<file path="src/core/pmir_defs.vh">
// Constants for the power mode and interrupt routing block
`ifndef PMIR_DEFS_VH
`define PMIR_DEFS_VH

// ****************************************************
// Register offsets
// ****************************************************
`define PMIR_ADDR_SYS_MODE        8'h0b
`define PMIR_ADDR_IRQ_SOURCE      8'h0c
`define PMIR_ADDR_POWER_MODE      8'h2b
`define PMIR_ADDR_WAKE_PIN_CFG    8'h2c
`define PMIR_ADDR_IRQ_ENABLE      8'h2d
`define PMIR_ADDR_IRQ_ROUTE       8'h2e

// ****************************************************
// Field positions in power_mode_control
// ****************************************************
`define PMIR_PM_SELF_TEST         7
`define PMIR_PM_SOFT_RESET        6
`define PMIR_PM_SLEEP_OS_HI       4
`define PMIR_PM_SLEEP_OS_LO       3
`define PMIR_PM_AUTO_SLEEP        2
`define PMIR_PM_WAKE_OS_HI        1
`define PMIR_PM_WAKE_OS_LO        0

// ****************************************************
// Field positions in wake_source_and_pin_config
// ****************************************************
`define PMIR_WK_TRANSIENT         6
`define PMIR_WK_ORIENTATION       5
`define PMIR_WK_PULSE             4
`define PMIR_WK_FREEFALL_MOTION   3
`define PMIR_CFG_IRQ_POLARITY     1
`define PMIR_CFG_IRQ_DRIVE        0

// ****************************************************
// Source bit positions (enable, route and source flags)
// ****************************************************
`define PMIR_SRC_AUTOSLEEP        7
`define PMIR_SRC_TRANSIENT        5
`define PMIR_SRC_ORIENTATION      4
`define PMIR_SRC_PULSE            3
`define PMIR_SRC_FREEFALL_MOTION  2
`define PMIR_SRC_DATA_READY       0

// ****************************************************
// Writable bits and reset values
// ****************************************************
`define PMIR_MASK_POWER_MODE      8'hdf
`define PMIR_MASK_WAKE_PIN_CFG    8'h7b
`define PMIR_MASK_SOURCES         8'hbd
`define PMIR_RST_POWER_MODE       8'h00
`define PMIR_RST_WAKE_PIN_CFG     8'h00
`define PMIR_RST_IRQ_ENABLE       8'h00
`define PMIR_RST_IRQ_ROUTE        8'h00

// ****************************************************
// Oversampling schemes and system modes
// ****************************************************
`define PMIR_OS_NORMAL            2'h0
`define PMIR_OS_LOW_NOISE_LP      2'h1
`define PMIR_OS_HIGH_RES          2'h2
`define PMIR_OS_LOW_POWER         2'h3
`define PMIR_MODE_STANDBY         2'h0
`define PMIR_MODE_WAKE            2'h1
`define PMIR_MODE_SLEEP           2'h2

// ****************************************************
// Timing
// ****************************************************
`define PMIR_BOOT_CYCLES          20

`endif

</file>
<file path="src/core/pmir_irq_pin.v">
// One interrupt pin driver with polarity and drive type selection
`timescale 1ns/10ps

module pmir_irq_pin (
   input  wire clk_i,        // System clock
   input  wire rst_n_i,      // Synchronous reset, active low
   input  wire ce_i,         // Clock enable
   input  wire assert_i,     // Any routed source active
   input  wire polarity_i,   // 1: asserted level is high
   input  wire open_drain_i, // 1: open-drain drive
   output reg  pin_o,        // Pin output value
   output reg  pin_oe_o      // Pin output enable
);

   // ****************************************************
   // Registered pin drive
   // ****************************************************
   // Push-pull drives always; open drain drives only the asserted level
   always @(posedge clk_i) begin
      if (!rst_n_i) begin
         pin_o    <= 1'b1;
         pin_oe_o <= 1'b1;
      end else if (ce_i) begin
         if (open_drain_i) begin
            pin_o    <= polarity_i;
            pin_oe_o <= assert_i;
         end else begin
            pin_o    <= assert_i ? polarity_i : ~polarity_i;
            pin_oe_o <= 1'b1;
         end
      end
   end

endmodule // pmir_irq_pin

</file>
<file path="src/core/pmir_sleep_ctl.v">
// Wake and sleep state tracking for auto-sleep
`timescale 1ns/10ps
`include "pmir_defs.vh"

module pmir_sleep_ctl (
   input  wire       clk_i,           // System clock
   input  wire       rst_n_i,         // Synchronous reset incl. soft reset, active low
   input  wire       ce_i,            // Clock enable
   input  wire       active_i,        // Device in active mode
   input  wire       auto_sleep_en_i, // Auto-sleep enable
   input  wire       sleep_timeout_i, // Inactivity period elapsed
   input  wire       wake_req_i,      // Wake-qualifying event present
   output wire [1:0] sys_mode_o,      // Standby, wake or sleep
   output reg        transition_o     // Pulse on wake/sleep change
);

   reg sleeping_r;   // Current sleep state
   reg sleeping_nxt; // Next sleep state

   // ****************************************************
   // Next state
   // ****************************************************
   always @* begin
      sleeping_nxt = sleeping_r;
      if (!active_i || !auto_sleep_en_i) begin
         sleeping_nxt = 1'b0;
      end else if (!sleeping_r && sleep_timeout_i) begin
         sleeping_nxt = 1'b1;
      end else if (sleeping_r && wake_req_i) begin
         sleeping_nxt = 1'b0;
      end
   end

   // ****************************************************
   // State register and transition pulse
   // ****************************************************
   always @(posedge clk_i) begin
      if (!rst_n_i) begin
         sleeping_r   <= 1'b0;
         transition_o <= 1'b0;
      end else if (ce_i) begin
         sleeping_r   <= sleeping_nxt;
         transition_o <= auto_sleep_en_i & (sleeping_nxt ^ sleeping_r);
      end
   end

   // System mode seen by the host
   assign sys_mode_o = !active_i ? `PMIR_MODE_STANDBY :
                       (sleeping_r ? `PMIR_MODE_SLEEP : `PMIR_MODE_WAKE);

endmodule // pmir_sleep_ctl

</file>
<file path="src/core/pmir_top.v">
// Power mode control and interrupt routing top level
`timescale 1ns/10ps
`include "pmir_defs.vh"

// Overview of operation
// - Self-test bit shifts all three axis outputs
// - Writing soft reset bit resets device immediately
// - Soft reset restores every register default
// - Soft reset also resets serial host logic
// - Reset bit is never stored, always reads zero
// - Scheme codes: normal, LNLP, high-res, low-power
// - Separate wake and sleep schemes, state selects
// - Averaging ratio from scheme and output rate
// - Auto-sleep transitions only when enable set
// - Wake bits let function interrupts wake device
// - Polarity bit sets asserted level, both pins
// - Drive bit selects push-pull or open drain
// - Per-source enable gates flags to controller
// - Route bit: 1 first pin, 0 second
// - Pin asserted while any routed source active
// - Enter sleep after inactivity, switch rate
module pmir_top #(
   parameter BOOT_CYCLES = `PMIR_BOOT_CYCLES // Boot length after soft reset
) (
   input  wire       clk_i,             // System clock, 20 MHz
   input  wire       rst_n_i,           // Synchronous reset, active low
   input  wire       ce_i,              // Clock enable
   input  wire [7:0] reg_addr_i,        // Register address from serial logic
   input  wire       reg_wr_i,          // Register write strobe
   input  wire [7:0] reg_wdata_i,       // Register write data
   input  wire       reg_rd_i,          // Register read strobe
   output reg  [7:0] reg_rdata_o,       // Register read data
   output reg        serial_rst_o,      // Reset to serial host logic
   output wire       boot_busy_o,       // Boot sequence running
   input  wire       active_i,          // Device active (not standby)
   input  wire [2:0] rate_sel_i,        // Wake output rate code
   input  wire [2:0] sleep_rate_sel_i,  // Sleep output rate code
   input  wire [7:0] src_flags_i,       // Event flags of the functional engines
   input  wire       sleep_timeout_i,   // Inactivity period elapsed
   output reg        activity_o,        // Restarts the inactivity timer
   output reg        self_test_o,       // Self-test stimulus on
   output reg  [1:0] os_scheme_o,       // Oversampling scheme in use
   output reg  [2:0] eff_rate_o,        // Output rate code in use
   output reg  [3:0] avg_log2_o,        // Log2 of samples averaged per output
   output wire [1:0] sys_mode_o,        // Standby, wake or sleep
   output wire       irq_pin_first_o,   // First interrupt pin value
   output wire       irq_pin_first_oe_o,  // First interrupt pin enable
   output wire       irq_pin_second_o,  // Second interrupt pin value
   output wire       irq_pin_second_oe_o  // Second interrupt pin enable
);

   // ****************************************************
   // Declarations
   // ****************************************************
   reg  [7:0]  power_mode_control_r;         // Self-test, schemes, auto-sleep
   reg  [7:0]  wake_source_and_pin_config_r; // Wake sources and pin config
   reg  [7:0]  interrupt_enable_mask_r;      // Per-source enables
   reg  [7:0]  interrupt_pin_route_r;        // Per-source routing
   reg         aslp_flag_r;                  // Sticky auto-sleep change flag
   reg  [15:0] boot_cnt_r;                   // Boot cycles remaining
   reg         soft_rst_r;                   // Internal reset pulse
   wire        wr_soft_rst;                  // Write of 1 to the reset bit
   wire        core_rst_n;                   // Combined reset, active low
   wire        aslp_event;                   // Wake/sleep change pulse
   wire [7:0]  src_all;                      // All source flags
   wire [7:0]  src_enabled;                  // Enabled source flags
   wire        wake_req;                     // Wake-qualifying event
   wire        sleeping;                     // Sleep state active
   wire        assert_first;                 // Any source routed to pin one
   wire        assert_second;                // Any source routed to pin two

   // ****************************************************
   // Reset and soft reset
   // ****************************************************
   assign wr_soft_rst = reg_wr_i && (reg_addr_i == `PMIR_ADDR_POWER_MODE) &&
                        reg_wdata_i[`PMIR_PM_SOFT_RESET];
   assign core_rst_n  = rst_n_i & ~soft_rst_r;
   assign boot_busy_o = (boot_cnt_r != 16'h0000);

   // Soft reset pulse and boot counter
   always @(posedge clk_i) begin
      if (!rst_n_i) begin
         soft_rst_r   <= 1'b0;
         boot_cnt_r   <= 16'h0000;
         serial_rst_o <= 1'b0;
      end else if (ce_i) begin
         soft_rst_r <= wr_soft_rst;
         if (wr_soft_rst) begin
            boot_cnt_r <= BOOT_CYCLES[15:0];
         end else if (boot_cnt_r != 16'h0000) begin
            boot_cnt_r <= boot_cnt_r - 16'h0001;
         end
         // Serial logic held in reset from the write until boot ends
         serial_rst_o <= wr_soft_rst | (boot_cnt_r > 16'h0001);
      end
   end

   // ****************************************************
   // Register file
   // ****************************************************
   // Writes of the host; soft reset returns every field to default
   always @(posedge clk_i) begin
      if (!core_rst_n) begin
         power_mode_control_r         <= `PMIR_RST_POWER_MODE;
         wake_source_and_pin_config_r <= `PMIR_RST_WAKE_PIN_CFG;
         interrupt_enable_mask_r      <= `PMIR_RST_IRQ_ENABLE;
         interrupt_pin_route_r        <= `PMIR_RST_IRQ_ROUTE;
      end else if (ce_i && reg_wr_i && !wr_soft_rst) begin
         case (reg_addr_i)
            `PMIR_ADDR_POWER_MODE: begin
               // Reset bit is never stored, so it reads as zero
               power_mode_control_r <= reg_wdata_i & `PMIR_MASK_POWER_MODE
                                       & ~(8'h01 << `PMIR_PM_SOFT_RESET);
            end
            `PMIR_ADDR_WAKE_PIN_CFG: begin
               wake_source_and_pin_config_r <= reg_wdata_i & `PMIR_MASK_WAKE_PIN_CFG;
            end
            `PMIR_ADDR_IRQ_ENABLE: begin
               interrupt_enable_mask_r <= reg_wdata_i & `PMIR_MASK_SOURCES;
            end
            `PMIR_ADDR_IRQ_ROUTE: begin
               interrupt_pin_route_r <= reg_wdata_i & `PMIR_MASK_SOURCES;
            end
            default: begin
            end
         endcase
      end
   end

   // Read data, registered; unmapped addresses read zero
   always @(posedge clk_i) begin
      if (!core_rst_n) begin
         reg_rdata_o <= 8'h00;
      end else if (ce_i && reg_rd_i) begin
         case (reg_addr_i)
            `PMIR_ADDR_SYS_MODE:     reg_rdata_o <= {6'h00, sys_mode_o};
            `PMIR_ADDR_IRQ_SOURCE:   reg_rdata_o <= src_all;
            `PMIR_ADDR_POWER_MODE:   reg_rdata_o <= power_mode_control_r;
            `PMIR_ADDR_WAKE_PIN_CFG: reg_rdata_o <= wake_source_and_pin_config_r;
            `PMIR_ADDR_IRQ_ENABLE:   reg_rdata_o <= interrupt_enable_mask_r;
            `PMIR_ADDR_IRQ_ROUTE:    reg_rdata_o <= interrupt_pin_route_r;
            default:                 reg_rdata_o <= 8'h00;
         endcase
      end
   end

   // ****************************************************
   // Auto-sleep flag
   // ****************************************************
   // Set on each wake/sleep change with auto-sleep enabled, cleared by reading system mode; set wins
   always @(posedge clk_i) begin
      if (!core_rst_n) begin
         aslp_flag_r <= 1'b0;
      end else if (ce_i) begin
         if (aslp_event) begin
            aslp_flag_r <= 1'b1;
         end else if (reg_rd_i && reg_addr_i == `PMIR_ADDR_SYS_MODE) begin
            aslp_flag_r <= 1'b0;
         end
      end
   end

   // ****************************************************
   // Source gating and wake qualification
   // ****************************************************
   assign src_all     = (src_flags_i & `PMIR_MASK_SOURCES & ~(8'h01 << `PMIR_SRC_AUTOSLEEP))
                        | ({7'h00, aslp_flag_r} << `PMIR_SRC_AUTOSLEEP);
   assign src_enabled = src_all & interrupt_enable_mask_r;
   // Wake bits sit one place above the matching source bits
   assign wake_req    = |(src_enabled[`PMIR_SRC_TRANSIENT:`PMIR_SRC_FREEFALL_MOTION] &
                          wake_source_and_pin_config_r[`PMIR_WK_TRANSIENT:`PMIR_WK_FREEFALL_MOTION]);
   assign sleeping    = (sys_mode_o == `PMIR_MODE_SLEEP);

   // Activity from enabled motion functions restarts the inactivity timer
   always @(posedge clk_i) begin
      if (!core_rst_n) begin
         activity_o <= 1'b0;
      end else if (ce_i) begin
         activity_o <= |src_enabled[`PMIR_SRC_TRANSIENT:`PMIR_SRC_FREEFALL_MOTION];
      end
   end

   // ****************************************************
   // Wake/sleep state
   // ****************************************************
   pmir_sleep_ctl u_sleep (
      .clk_i           (clk_i),
      .rst_n_i         (core_rst_n),
      .ce_i            (ce_i),
      .active_i        (active_i),
      .auto_sleep_en_i (power_mode_control_r[`PMIR_PM_AUTO_SLEEP]),
      .sleep_timeout_i (sleep_timeout_i),
      .wake_req_i      (wake_req),
      .sys_mode_o      (sys_mode_o),
      .transition_o    (aslp_event)
   );

   // ****************************************************
   // Oversampling and averaging ratio
   // ****************************************************
   // Log2 of the averaging ratio per scheme and rate code (0 is fastest)
   function [3:0] avg_log2;
      input [1:0] scheme;
      input [2:0] rate;
      reg   [31:0] row;
      begin
         case (scheme)
            `PMIR_OS_NORMAL:       row = 32'h75422221;
            `PMIR_OS_LOW_NOISE_LP: row = 32'h53222221;
            `PMIR_OS_HIGH_RES:     row = 32'ha8754321;
            `PMIR_OS_LOW_POWER:    row = 32'h42111111;
            default:               row = 32'h75422221;
         endcase
         avg_log2 = row[{rate, 2'b00} +: 4];
      end
   endfunction

   // Scheme and rate follow the current wake or sleep state
   always @(posedge clk_i) begin
      if (!core_rst_n) begin
         self_test_o <= 1'b0;
         os_scheme_o <= `PMIR_OS_NORMAL;
         eff_rate_o  <= 3'h0;
         avg_log2_o  <= 4'h1;
      end else if (ce_i) begin
         self_test_o <= power_mode_control_r[`PMIR_PM_SELF_TEST];
         if (sleeping) begin
            os_scheme_o <= power_mode_control_r[`PMIR_PM_SLEEP_OS_HI:`PMIR_PM_SLEEP_OS_LO];
            eff_rate_o  <= sleep_rate_sel_i;
            avg_log2_o  <= avg_log2(power_mode_control_r[`PMIR_PM_SLEEP_OS_HI:`PMIR_PM_SLEEP_OS_LO],
                                    sleep_rate_sel_i);
         end else begin
            os_scheme_o <= power_mode_control_r[`PMIR_PM_WAKE_OS_HI:`PMIR_PM_WAKE_OS_LO];
            eff_rate_o  <= rate_sel_i;
            avg_log2_o  <= avg_log2(power_mode_control_r[`PMIR_PM_WAKE_OS_HI:`PMIR_PM_WAKE_OS_LO],
                                    rate_sel_i);
         end
      end
   end

   // ****************************************************
   // Interrupt routing and pins
   // ****************************************************
   assign assert_first  = |(src_enabled & interrupt_pin_route_r);
   assign assert_second = |(src_enabled & ~interrupt_pin_route_r);

   pmir_irq_pin u_pin_first (
      .clk_i        (clk_i),
      .rst_n_i      (core_rst_n),
      .ce_i         (ce_i),
      .assert_i     (assert_first),
      .polarity_i   (wake_source_and_pin_config_r[`PMIR_CFG_IRQ_POLARITY]),
      .open_drain_i (wake_source_and_pin_config_r[`PMIR_CFG_IRQ_DRIVE]),
      .pin_o        (irq_pin_first_o),
      .pin_oe_o     (irq_pin_first_oe_o)
   );

   pmir_irq_pin u_pin_second (
      .clk_i        (clk_i),
      .rst_n_i      (core_rst_n),
      .ce_i         (ce_i),
      .assert_i     (assert_second),
      .polarity_i   (wake_source_and_pin_config_r[`PMIR_CFG_IRQ_POLARITY]),
      .open_drain_i (wake_source_and_pin_config_r[`PMIR_CFG_IRQ_DRIVE]),
      .pin_o        (irq_pin_second_o),
      .pin_oe_o     (irq_pin_second_oe_o)
   );

endmodule // pmir_top

</file>
<file path="config.mk">
export PLATFORM = sky130hd
export DESIGN_NAME = pmir_top
export DESIGN_NICKNAME = d
export VERILOG_FILES = /design/src/core/pmir_irq_pin.v /design/src/core/pmir_sleep_ctl.v /design/src/core/pmir_top.v
export VERILOG_INCLUDE_DIRS = /design/src /design/src/core
export SDC_FILE = /design/constraint.sdc
export NUM_CORES = 1
export LEC_CHECK = 0
export BUFFER_PORTS_ARGS = -buffer_cell sky130_fd_sc_hd__buf_2
export CAP_MARGIN = 20
export CELL_PAD_IN_SITES_DETAIL_PLACEMENT = 2
export CELL_PAD_IN_SITES_GLOBAL_PLACEMENT = 2
export CORE_ASPECT_RATIO = 1.2
export CORE_MARGIN = 5
export CORE_UTILIZATION = 33
export DETAILED_ROUTE_END_ITERATION = 16
export MAX_ROUTING_LAYER = met4
export PLACE_DENSITY = 0.87
export SYNTH_ARGS = -nofsm -noshare
export SYNTH_HDL_FRONTEND = slang
export SYNTH_SLANG_ARGS = --single-unit
</file>
<file path="constraint.sdc">
create_clock -name clk_i -period 2.41 [get_ports clk_i]
set_input_delay 0.482 -clock clk_i [delete_from_list [all_inputs] [get_ports clk_i]]
set_output_delay 0.482 -clock clk_i [all_outputs]
set_load 0.005 [all_outputs]
</file>
---- After elaboration in Yosys (flattened, before gate mapping) ----
Index checks and enable logic that the tools add are counted.
Widths: inputs -> output; s select.
word-level totals
  flip-flop bits (word level) ............. 68
  input bits .............................. 37
  output and inout port bits .............. 27
cells by class
  add/subtract/negate cells ............... 1
  magnitude comparators ................... 1
  equal/unequal tests ..................... 13
  shifts and indexed selects .............. 2
  muxes and demuxes ....................... 27
  bitwise logic cells ..................... 12
  reductions and logical operators ........ 28
operators by type and width
  cell                   count
  $pmux 32 s4            2
  $mux 32                6
  $shiftx 32x6->4        2
  $pmux 8 s6             1
  $eq 8x6->1 const B     4
  $mux 16                2
  $and 8x8->8            3
  $eq 8x4->1 const B     2
  $gt 16x1->1 const B    1
  $reduce_bool 16->1     1
  $reduce_or 8->1        2
  $sub 16x1->16 const B  1
  $reduce_and 2->1       6
  $mux 1                 11
  $eq 2x2->1 const B     5
  $logic_and 1x1->1      8
  $not 8->8              1
  $or 6x8->8             1
  $reduce_or 4->1        2
  $mux 2                 3
  $and 4x4->4            1
  $eq 2x1->1 const B     2
  $logic_not 1->1        4
  $logic_not 2->1        2
  other kinds (8)        11

---- Logic depth before layout (Yosys ltp) ----
Gate-level depths: netlist (run 1).
  word-level depth ........................ 10
  depth in mapped cells ................... 8
  mapped depth without buffers ............ 7

---- Modules after synthesis ----
Synthesis (run 1) repeated with hierarchy kept, for this count alone.
second synthesis, totals
  cell total of the unflattened synthesis .. 481
  area, all modules ....................... 3,848.7 um2
modules (own cells, without submodules)
  module          instances  cells each  area an instance (um2)
  pmir_top        1          448         3,549.7
  pmir_irq_pin    2          9           88.8
  pmir_sleep_ctl  1          15          121.4

---- Worst setup path after synthesis (run 1) ----
Ideal clock, no wire load.
  kind .................................... flip-flop to flip-flop
  from .................................... register boot_cnt_r[0]
  to ...................................... register boot_cnt_r[8]
  arrival time ............................ 1,945 ps
  slack ................................... 347 ps
  cell stages (with the launch flop) ...... 9
  path buffers ............................ 1
  clock period less this slack ............ 2,063 ps
  path through ............................ dfxtp_1 > inv_1 > ha_1 > or4b_1 > clkbuf_2 > o41ai_4 > nor2_1 > xnor2_1 > nor2_1
between the ends
  word-level cells in the longest chain between the ends .. 3
ends and longest elaborated chain
  element                                                     line                          text
  start: declaration                                          pmir_top.v:60                 reg [15:0] boot_cnt_r;
  start signal: assignment                                    pmir_top.v:89                 boot_cnt_r <= BOOT_CYCLES[15:0];
  start signal: assignment                                    pmir_top.v:91                 boot_cnt_r <= boot_cnt_r - 16'h0001;
  $sub 16x1->16 / $reduce_bool 16->1 (equally long branches)  pmir_top.v:91, pmir_top.v:90
  $mux 16 / $reduce_bool 2->1 (equally long branches)         --
  $mux 16 / $reduce_and 2->1 (equally long branches)          --
Several ways; a longest one is shown, not always the timed one. The select of a mux whose other input is x is not followed.
A chain may end at the register's enable or synchronous reset.

---- Worst setup path in the final report (run 1) ----
  from .................................... register boot_cnt_r[6]
  to ...................................... output boot_busy_o
between the ends
  word-level cells in the longest chain between the ends .. 1
ends and longest elaborated chain
  element             line           text
  $reduce_bool 16->1  pmir_top.v:78  assign boot_busy_o = (boot_cnt_r != 16'h0000);
  end: declaration    pmir_top.v:34  output wire boot_busy_o,
Every way passes these cells.

==> results of run 1 <==
## through the flow
stage | setup slack (ns) | total power, mW
after floorplan | 0.3475 | 2.239
after global placement | 0.2510 | 2.543
after detailed placement | 0.06767 | 2.638
after CTS | 0.01801 | 3.930
after global routing | 0.01301 | 4.150
final | 0.1159 | 3.920
## flip-flops by register name (all words and copies together), names as in the netlist, 2 cells and up
register,count
interrupt_pin_route_r,6
avg_log2_o,4
interrupt_enable_mask_r,6
os_scheme_o,2
boot_cnt_r,16
reg_rdata_o,8
power_mode_control_r,6
eff_rate_o,3
wake_source_and_pin_config_r,6
## worst register-to-register path, cell delays in order, from the launching register on
cell and delay (ns):
sky130_fd_sc_hd__dfxtp_1 0.37, sky130_fd_sc_hd__inv_1 0.11, sky130_fd_sc_hd__ha_1 0.18, sky130_fd_sc_hd__or4b_4 0.54, sky130_fd_sc_hd__o41ai_4 0.37, sky130_fd_sc_hd__buf_4 0.23
sky130_fd_sc_hd__nor3_1 0.07, sky130_fd_sc_hd__a31oi_1 0.18, sky130_fd_sc_hd__nor2_1 0.06
## cell families after synthesis
logic type               synth area share
XOR/XNOR                          0.02983
AND/OR/NAND/NOR                    0.2675
AO/OA/AOI/OAI                      0.1721
adder cells (fa/ha/maj)           0.04851
flip-flops                         0.3566
buffers and inverters             0.03802
multiplexers                      0.08751
## power breakdown
group | switching, mW | internal (mW)
Combinational | 0.729 | 0.561
Sequential | 0.132 | 1.24
Clock | 0.558 | 0.702
Total | 1.42 | 2.50
## placed cells by master (no fill, tap or decap), types with 3 or more instances in the layout
| master | instances |
|---|---|
| sky130_fd_sc_hd__o22ai_1 | 6 |
| sky130_fd_sc_hd__o2111ai_1 | 3 |
| sky130_fd_sc_hd__nand3_1 | 16 |
| sky130_fd_sc_hd__a311oi_1 | 7 |
| sky130_fd_sc_hd__dfxtp_1 | 68 |
| sky130_fd_sc_hd__buf_4 | 19 |
| sky130_fd_sc_hd__nor2_1 | 66 |
| sky130_fd_sc_hd__nand2_1 | 46 |
| sky130_fd_sc_hd__buf_2 | 60 |
| sky130_fd_sc_hd__a21oi_1 | 19 |
| sky130_fd_sc_hd__and2_1 | 3 |
| sky130_fd_sc_hd__nor3b_1 | 4 |
| sky130_fd_sc_hd__nor2b_1 | 9 |
| sky130_fd_sc_hd__mux2i_1 | 30 |
| sky130_fd_sc_hd__ha_1 | 14 |
| sky130_fd_sc_hd__nor3_1 | 15 |
| sky130_fd_sc_hd__xnor2_1 | 11 |
| sky130_fd_sc_hd__o31ai_1 | 5 |
| sky130_fd_sc_hd__a31oi_1 | 9 |
| sky130_fd_sc_hd__inv_1 | 11 |
| sky130_fd_sc_hd__nor4_1 | 5 |
| sky130_fd_sc_hd__o21ai_0 | 21 |
| sky130_fd_sc_hd__a22o_1 | 4 |
| sky130_fd_sc_hd__mux2_2 | 3 |
| sky130_fd_sc_hd__a22oi_1 | 5 |
| sky130_fd_sc_hd__nand4_1 | 8 |
| sky130_fd_sc_hd__a211oi_1 | 4 |
| sky130_fd_sc_hd__clkbuf_16 | 9 |
| sky130_fd_sc_hd__or3_1 | 5 |
## area by class of cell
| class | instances | area (sq um) |
|---|---|---|
| fillers | 1295 | 6815 |
| multi-input cells | 357 | 2322 |
| inverters | 12 | 45.04 |
| well taps | 157 | 196.4 |
| clock buffers | 9 | 225.2 |
| repair buffers | 79 | 442.9 |
| clock inverters | 7 | 51.30 |
| flip-flops and latches | 68 | 1361 |
## how the worst max path moves through the flow
stage          slack, ns                            startpoint  depth (start not counted)                          to
2_1_floorplan       0.35            boot_cnt_r[0]$_SDFFE_PN0P_                          8  boot_cnt_r[8]$_SDFFE_PN0P_
4_1_cts             0.02           boot_cnt_r[11]$_SDFFE_PN0P_                          4                 boot_busy_o
3_5_place_dp        0.07            boot_cnt_r[0]$_SDFFE_PN0P_                          8  boot_cnt_r[0]$_SDFFE_PN0P_
5_1_grt             0.01  power_mode_control_r[1]$_SDFFE_PN0P_                          7  avg_log2_o[1]$_SDFFE_PN0P_
6_report            0.12            boot_cnt_r[6]$_SDFFE_PN0P_                          4                 boot_busy_o
3_3_place_gp        0.25            boot_cnt_r[0]$_SDFFE_PN0P_                          8  boot_cnt_r[3]$_SDFFE_PN0P_
## per-layer routing
| layer | vias up | wire (um) | track usage | share of wire |
|---|---|---|---|---|
| met5 | - | 0 | - | 0 |
| met4 | 0 | 363 | 0.07949 | 0.025 |
| met3 | 28 | 409 | 0.03929 | 0.028 |
| met2 | 70 | 7648 | 0.3964 | 0.53 |
| met1 | 1945 | 5934 | 0.2511 | 0.41 |
| li1 | 1800 | - | - | - |
## timing repair
action | in CTS | in global routing
resized for setup | 1 | 2
setup buffers | 0 | 0
setup endpoints to repair | 1 | 3
==> reports/results.env, run 1 <==
STATUS='finished, final reports clean'
YOSYS.CELL_COUNT.TOP_TYPE='sky130_fd_sc_hd__dfxtp_1'
WORST-R2R-SETUP-SLACK_NS=0.19
SYNTH_COMMONEST_CELLS='68 x sky130_fd_sc_hd__dfxtp_1, 66 x sky130_fd_sc_hd__nor2_1, 46 x sky130_fd_sc_hd__nand2_1'
FINISH.NET_COUNT=578
SYNTH.LIB_CELLS_USED.DISTINCT=58
REG2REG_TO='boot_cnt_r[1]$_SDFFE_PN0P_'
NETLIST.TOP_CELL.BY_AREA='sky130_fd_sc_hd__dfxtp_1'
ORDERED_LIST_OF_CELLS_ON_THE_WORST_PATH='or4_4, nor4b_4, nand2_1, buf_2'
CRIT_PATH_LARGEST_CELL_DELAY_NS=0.61
PLACEMENTROWS=43
ANTENNA_FOUND_INITIAL=0
CELL_AREA_AFTER_SYNTHESIS_SQ_UM=3817
SYNTH_AREA_PER_CELL_SQ_UM=8.317
DPL.HPWL_UM=10460
CRITICAL_PATH_REQUIRED_NS=1.93
SYNTH.TOP_CELL.AREA_SHARE=0.3566
CP_SLOWEST_CELL='sky130_fd_sc_hd__or4_4'
DOMINANT_SYNTHESIZED_FLOP_CELL='sky130_fd_sc_hd__dfxtp_1'
MIN_PATH_TYPE='input pin to flip-flop'
MIN-DELAY-START='reg_wdata_i[2]'
GRT_SETUP_UNREPAIRED='false'
LAYOUT-AREA-OVERHEAD-VS-SYNTH_PCT=21.66
DRT_FIRST_ITER_VIOLATIONS=191
WORST_SLEW_MARGIN_REL=0.6345
CTS_MADE_BUFFERS=9
POST_LAYOUT_UTILIZATION_OF_THE_CORE=0.4053
YOSYS_REGISTER_BITS=68
ANT_NETS_AFTER_ROUTE=0
GRT_MAX_DEGREE=35
WORST_HOLD_PATH.NUM_CELLS=3
CRIT_PATH_BUF_INV_COUNT=1
FIRST_PASS_GRT_WIRE_LENGTH_UM=23420
COREAREA_SQ_UM=11460
VIA_PER_INST=5.578
DETAILROUTE.VIA_COUNT=3843
SYNTH.YOSYS.WARNINGS=0
GP_WEIGHTED_CONGESTION=0.8759
WORST_PIN_SLEW_NS=0.5440
P_LEAK_nW=1.830
TOTALWIRELENGTH_UM=14360
CLK-INSERTION-DELAY-LATE_NS=0.34
CTS_TREE='built'
LARGEST_VOLTAGE_DROP_ON_THE_VDD_NET_mV=0.2718
P_PER_AREA_nW_PER_UM2=844.1
SYNTHARSTFLOPSHARE=0
PLACE_AREA_SQ_UM=4357
CLK_PIN_SLEW_NS=0.06
NETLIST_INSTANCES=459
CLKSINKCOUNT=68
POST_ROUTE_CELLS_DRIVE_ABOVE_1_SHARE=0.2086
R2R_CELLS=8
DRTPASS1ITERATIONS=4
TNS_NS=0
FINALCLOCKSKEW_NS=0.007325
CLOCKBUFFERDEPTH=2
FMAX_MHz=435.9
CAP_VIOLATIONS=0
HOLD_PATH_END='interrupt_enable_mask_r[2]$_SDFFE_PN0P_'
LAUNCHING_ELEMENT_TYPE_OF_THE_CRITICAL_PATH='flip-flop'
DIEHEIGHT_UM=127.8
SYNTH_SEQ_AREA_SHARE=0.3566
MAX_H_TREE_LEVEL=3
PORT-BUFFER-COUNT=60
GLOBALROUTEOVERFLOWTOTAL=0
YOSYS-TOP-CELLS-AREA='sky130_fd_sc_hd__dfxtp_1 36%, sky130_fd_sc_hd__mux2i_1 7.9%, sky130_fd_sc_hd__nor2_1 6.5%, sky130_fd_sc_hd__ha_1 4.6%, sky130_fd_sc_hd__nand2_1 4.5%'
WORST_EP_ARRIVAL_TIME_NS=1.81
NUMBER_OF_NON_FILLER_INSTANCES_IN_THE_COMPLETED_LAYOUT=689
BOUNDARYPINS=64
SETUP_VIOL_COUNT_FINAL=0
MAXSLEWVIOLCOUNT=0
POSTLAYOUTCELLAREA_SQ_UM=4644
CRITPATHKIND='flip-flop to primary output'
FINALCRITPERIODSHARE=0.9519
SYNTHESIS.NETS=510
WORST_PATH_MAX_FANOUT=5
CTS_HOLD_BUFFERS=0
R2R-START='boot_cnt_r[0]$_SDFFE_PN0P_'
FIRST_GLOBAL_VIAS=4325
START_UTIL=0.3331
GRT_USE_TOTAL=0.2237
RESIDUAL_DRC=0
FINAL.HOLD.WORST_SLACK_NS=0.4163
DIE_AREA_SQ_UM=13830
TIMING.CRITICAL_PATH.MAX_DELAY_FAMILY='simple AND/OR/NAND/NOR gates'
CLOCKROOTBUFFER='sky130_fd_sc_hd__clkbuf_16'
END_KIND='primary output'
ANT_CELLS=0
NUMBER_OF_SYNTHESIZED_FLOPS_WITH_AN_ENABLE_PIN=0
POST-PLACE-CELLS=673
CHIPWIDTH_UM=108.2
REPORT.FINAL.HOLD_VIOL_COUNT=0
FINAL.MIN_CLOCK_PERIOD_NS=2.294
ROUTEDWLPERCELL_UM=20.84
(Power assumes the default switching activity.)
==> run 2: changes to the inputs <==
- CELL_PAD_IN_SITES_DETAIL_PLACEMENT: 2 -> 1
- CELL_PAD_IN_SITES_GLOBAL_PLACEMENT: 2 -> 1
- CORE_UTILIZATION: 33 -> 42
- PLACE_DENSITY: 0.87 -> 0.88
- clock period: 2.41 -> 2.3 ns (I/O delays scaled with it)
==> reports/results.env, run 2 (synthesis gave the netlist of run 1 again) <==
STATUS='finished, final reports clean'
CTS.REPAIR_TIMING.SETUP_BUFFER_COUNT=0  # unchanged
MIN_PATH_TYPE='input pin to flip-flop'
FINAL.HOLD.WORST_SLACK_NS=0.3855  # -0.03078 ns
R2R-START='boot_cnt_r[1]$_SDFFE_PN0P_'
R2R_CELLS=8  # unchanged
P_LEAK_nW=1.792  # -2.1%
CRITICAL_PATH_REQUIRED_NS=1.84  # -0.09 ns
MAXSLEWVIOLCOUNT=0  # unchanged
MIN-DELAY-START='reg_wdata_i[5]'
WORST_HOLD_PATH.NUM_CELLS=3  # unchanged
CHIPWIDTH_UM=97.03  # -10%
FMAX_MHz=448.4
MAX_REG_FLOPS=16  # unchanged
FINISH.NET_COUNT=580  # +0.35%
DETAILROUTE.VIA_COUNT=3744  # -2.6%
SETUP_VIOL_COUNT_FINAL=0  # unchanged
POWER.SHARE.COMBINATIONAL=0.367  # +0.038
CP_SLOWEST_CELL='sky130_fd_sc_hd__or4_4'
ANT_NETS_AFTER_ROUTE=0  # unchanged
WORST_SLEW_MARGIN_REL=0.6700  # +0.03543
CLK-INSERTION-DELAY-LATE_NS=0.36  # +0.02 ns
START_UTIL=0.4248  # +0.09170
FINAL.MIN_CLOCK_PERIOD_NS=2.230
P_INT_mW=2.317  # -7.4%
COREAREA_SQ_UM=8986  # -22%
GRT_MAX_DEGREE=36  # +2.9%
ROUTEDWLPERCELL_UM=17.79  # -15%
END_KIND='primary output'
CLOCKROOTBUFFER='sky130_fd_sc_hd__clkbuf_8'
CTS_MADE_BUFFERS=9  # unchanged
VIA_PER_INST=5.725  # +2.6%
ANTENNA_FOUND_INITIAL=0  # unchanged
LAYOUT_COMMONEST_CELL='sky130_fd_sc_hd__dfxtp_1'
FIRST_PASS_GRT_WIRE_LENGTH_UM=19050  # -19%
CAP_VIOLATIONS=0  # unchanged
CRITPATHKIND='flip-flop to primary output'
PORT-BUFFER-COUNT=60  # unchanged
CTS_TREE='built'
MAX_H_TREE_LEVEL=3  # unchanged
P_PER_AREA_nW_PER_UM2=804.7  # -4.7%
LAUNCHING_ELEMENT_TYPE_OF_THE_CRITICAL_PATH='flip-flop'
POWER.SHARE.SWITCHING=0.3595  # -0.002255
HOLD_PATH_END='interrupt_pin_route_r[5]$_SDFFE_PN0P_'
CLOCKBUFFERDEPTH=2  # unchanged
BOUNDARYPINS=64  # unchanged
DRT_FIRST_ITER_VIOLATIONS=140  # -27%
ORDERED_LIST_OF_CELLS_ON_THE_WORST_PATH='or4_4, nor4b_4, nand2_1, buf_2'
POST_ROUTE_CELLS_DRIVE_ABOVE_1_SHARE=0.2022  # -0.006399
CRIT_PATH_LARGEST_CELL_DELAY_NS=0.59  # -0.02 ns
FINAL.FILL_COUNT=1119  # -14%
DIEHEIGHT_UM=114.4  # -10%
CLK_PIN_SLEW_NS=0.08  # +0.02 ns
FINALCLOCKSKEW_NS=0.01184  # +0.004517 ns
POST_LAYOUT_UTILIZATION_OF_THE_CORE=0.5003  # +0.09499
GP_WEIGHTED_CONGESTION=0.8570  # -2.2%
RESIDUAL_DRC=0  # unchanged
FIRST_GLOBAL_VIAS=3903  # -9.8%
PLACEMENTROWS=38  # -12%
SHARE_SEQ_OF_TOTAL_POWER=0.393  # +0.043
NETSWITCHINGPOWER_mW=1.300  # -8.3%
ANT_CELLS=0  # unchanged
DRTPASS1ITERATIONS=4  # unchanged
CLKSINKCOUNT=68  # unchanged
DPL.HPWL_UM=8810  # -16%
WORST_EP_ARRIVAL_TIME_NS=1.77  # -0.04 ns
LARGEST_VOLTAGE_DROP_ON_THE_VDD_NET_mV=0.3308  # +22%
TOTALWIRELENGTH_UM=11640  # -19%
LAYOUT_COMMON_CELLS='68 x sky130_fd_sc_hd__dfxtp_1, 66 x sky130_fd_sc_hd__nor2_1, 60 x sky130_fd_sc_hd__buf_2'
WORST-R2R-SETUP-SLACK_NS=0.15  # -0.04 ns
DIE_AREA_SQ_UM=11100  # -20%
TNS_NS=0  # unchanged
FINALCRITPERIODSHARE=0.9697
PLACE_AREA_SQ_UM=4325  # -0.72%
POSTLAYOUTCELLAREA_SQ_UM=4496  # -3.2%
LARGEST_REGISTERS='boot_cnt_r: 16 flops, reg_rdata_o: 8 flops'
POWER.CLOCK.FRACTION=0.240  # -0.081
WORST_PIN_SLEW_NS=0.4913  # -0.05274 ns
REPORT.FINAL.HOLD_VIOL_COUNT=0  # unchanged
REG2REG_TO='boot_cnt_r[1]$_SDFFE_PN0P_'
REGISTERS.TOP_BY_FF_COUNT='boot_cnt_r'
GRT_SETUP_UNREPAIRED='false'
LAYOUT-AREA-OVERHEAD-VS-SYNTH_PCT=17.76
GRT_USE_TOTAL=0.2183  # -0.005329
GLOBALROUTEOVERFLOWTOTAL=0  # unchanged
WORST_PATH_MAX_FANOUT=4  # -1
-- run 2: what timing repair did --
action | CTS | global route
pin swaps | 0 | 2
setup endpoints to repair | 1 | 1
resized for setup | 2 | 0
hold buffers | 0 | 0
-- run 2: worst max path at each step --
stage / startpoint / end / slack (ns) / cells after the start
after global placement: boot_cnt_r[1]$_SDFFE_PN0P_ / boot_cnt_r[8]$_SDFFE_PN0P_ / 0.19 / 8
after floorplan: boot_cnt_r[0]$_SDFFE_PN0P_ / boot_cnt_r[8]$_SDFFE_PN0P_ / 0.24 / 8
final: boot_cnt_r[8]$_SDFFE_PN0P_ / boot_busy_o / 0.07 / 4
after global routing: boot_cnt_r[7]$_SDFFE_PN0P_ / boot_busy_o / 0.01 / 4
after detailed placement: boot_cnt_r[1]$_SDFFE_PN0P_ / boot_cnt_r[8]$_SDFFE_PN0P_ / 0.14 / 8
after CTS: boot_cnt_r[6]$_SDFFE_PN0P_ / boot_busy_o / 0.03 / 4
-- run 2: metrics by stage --
step           setup WS (ns)  cells  total power, mW
2_1_floorplan         0.2375    459            2.346
3_3_place_gp          0.1875    638            2.667
3_5_place_dp          0.1446    638            2.740
4_1_cts              0.02936    654            3.639
5_1_grt              0.01090    654            3.832
6_report             0.06965    654            3.617
-- run 2: area by class of cell --
| cell class | count | area, sq um | share of cell area |
|---|---|---|---|
| clock buffer | 14 | 152.6 | 0.03395 |
| clock inverter | 2 | 10.01 | 0.002227 |
| tap | 120 | 150.1 | 0.03340 |
| sequential | 68 | 1361 | 0.3028 |
| multi-input combinational | 357 | 2318 | 0.5157 |
| inverter | 12 | 45.04 | 0.01002 |
| timing repair buffer | 81 | 457.9 | 0.1019 |
-- run 2: per-layer routing --
metal  GRT usage  vias to the layer above  part of all wire
met5           -                        -                 0
met4      0.1058                        0             0.034
met3     0.03656                       29             0.031
met2      0.3890                       79              0.52
met1      0.2363                     1828              0.41
li1            -                     1808                 -
-- run 2: critical path: cells and delay by family (launching register included) --
kind                   cells  cell delay (ns)
buffers and inverters      1             0.13
flip-flops                 1             0.34
AND/OR/NAND/NOR            3             0.95
-- run 2: power by group through the flow --
stage	Combinational [mW]	Sequential, mW	Clock, mW
after floorplan	0.925	1.42	0
after global placement	1.23	1.43	0
after detailed placement	1.30	1.44	0
after CTS	1.33	1.42	0.885
after global routing	1.45	1.44	0.944
final	1.33	1.42	0.869
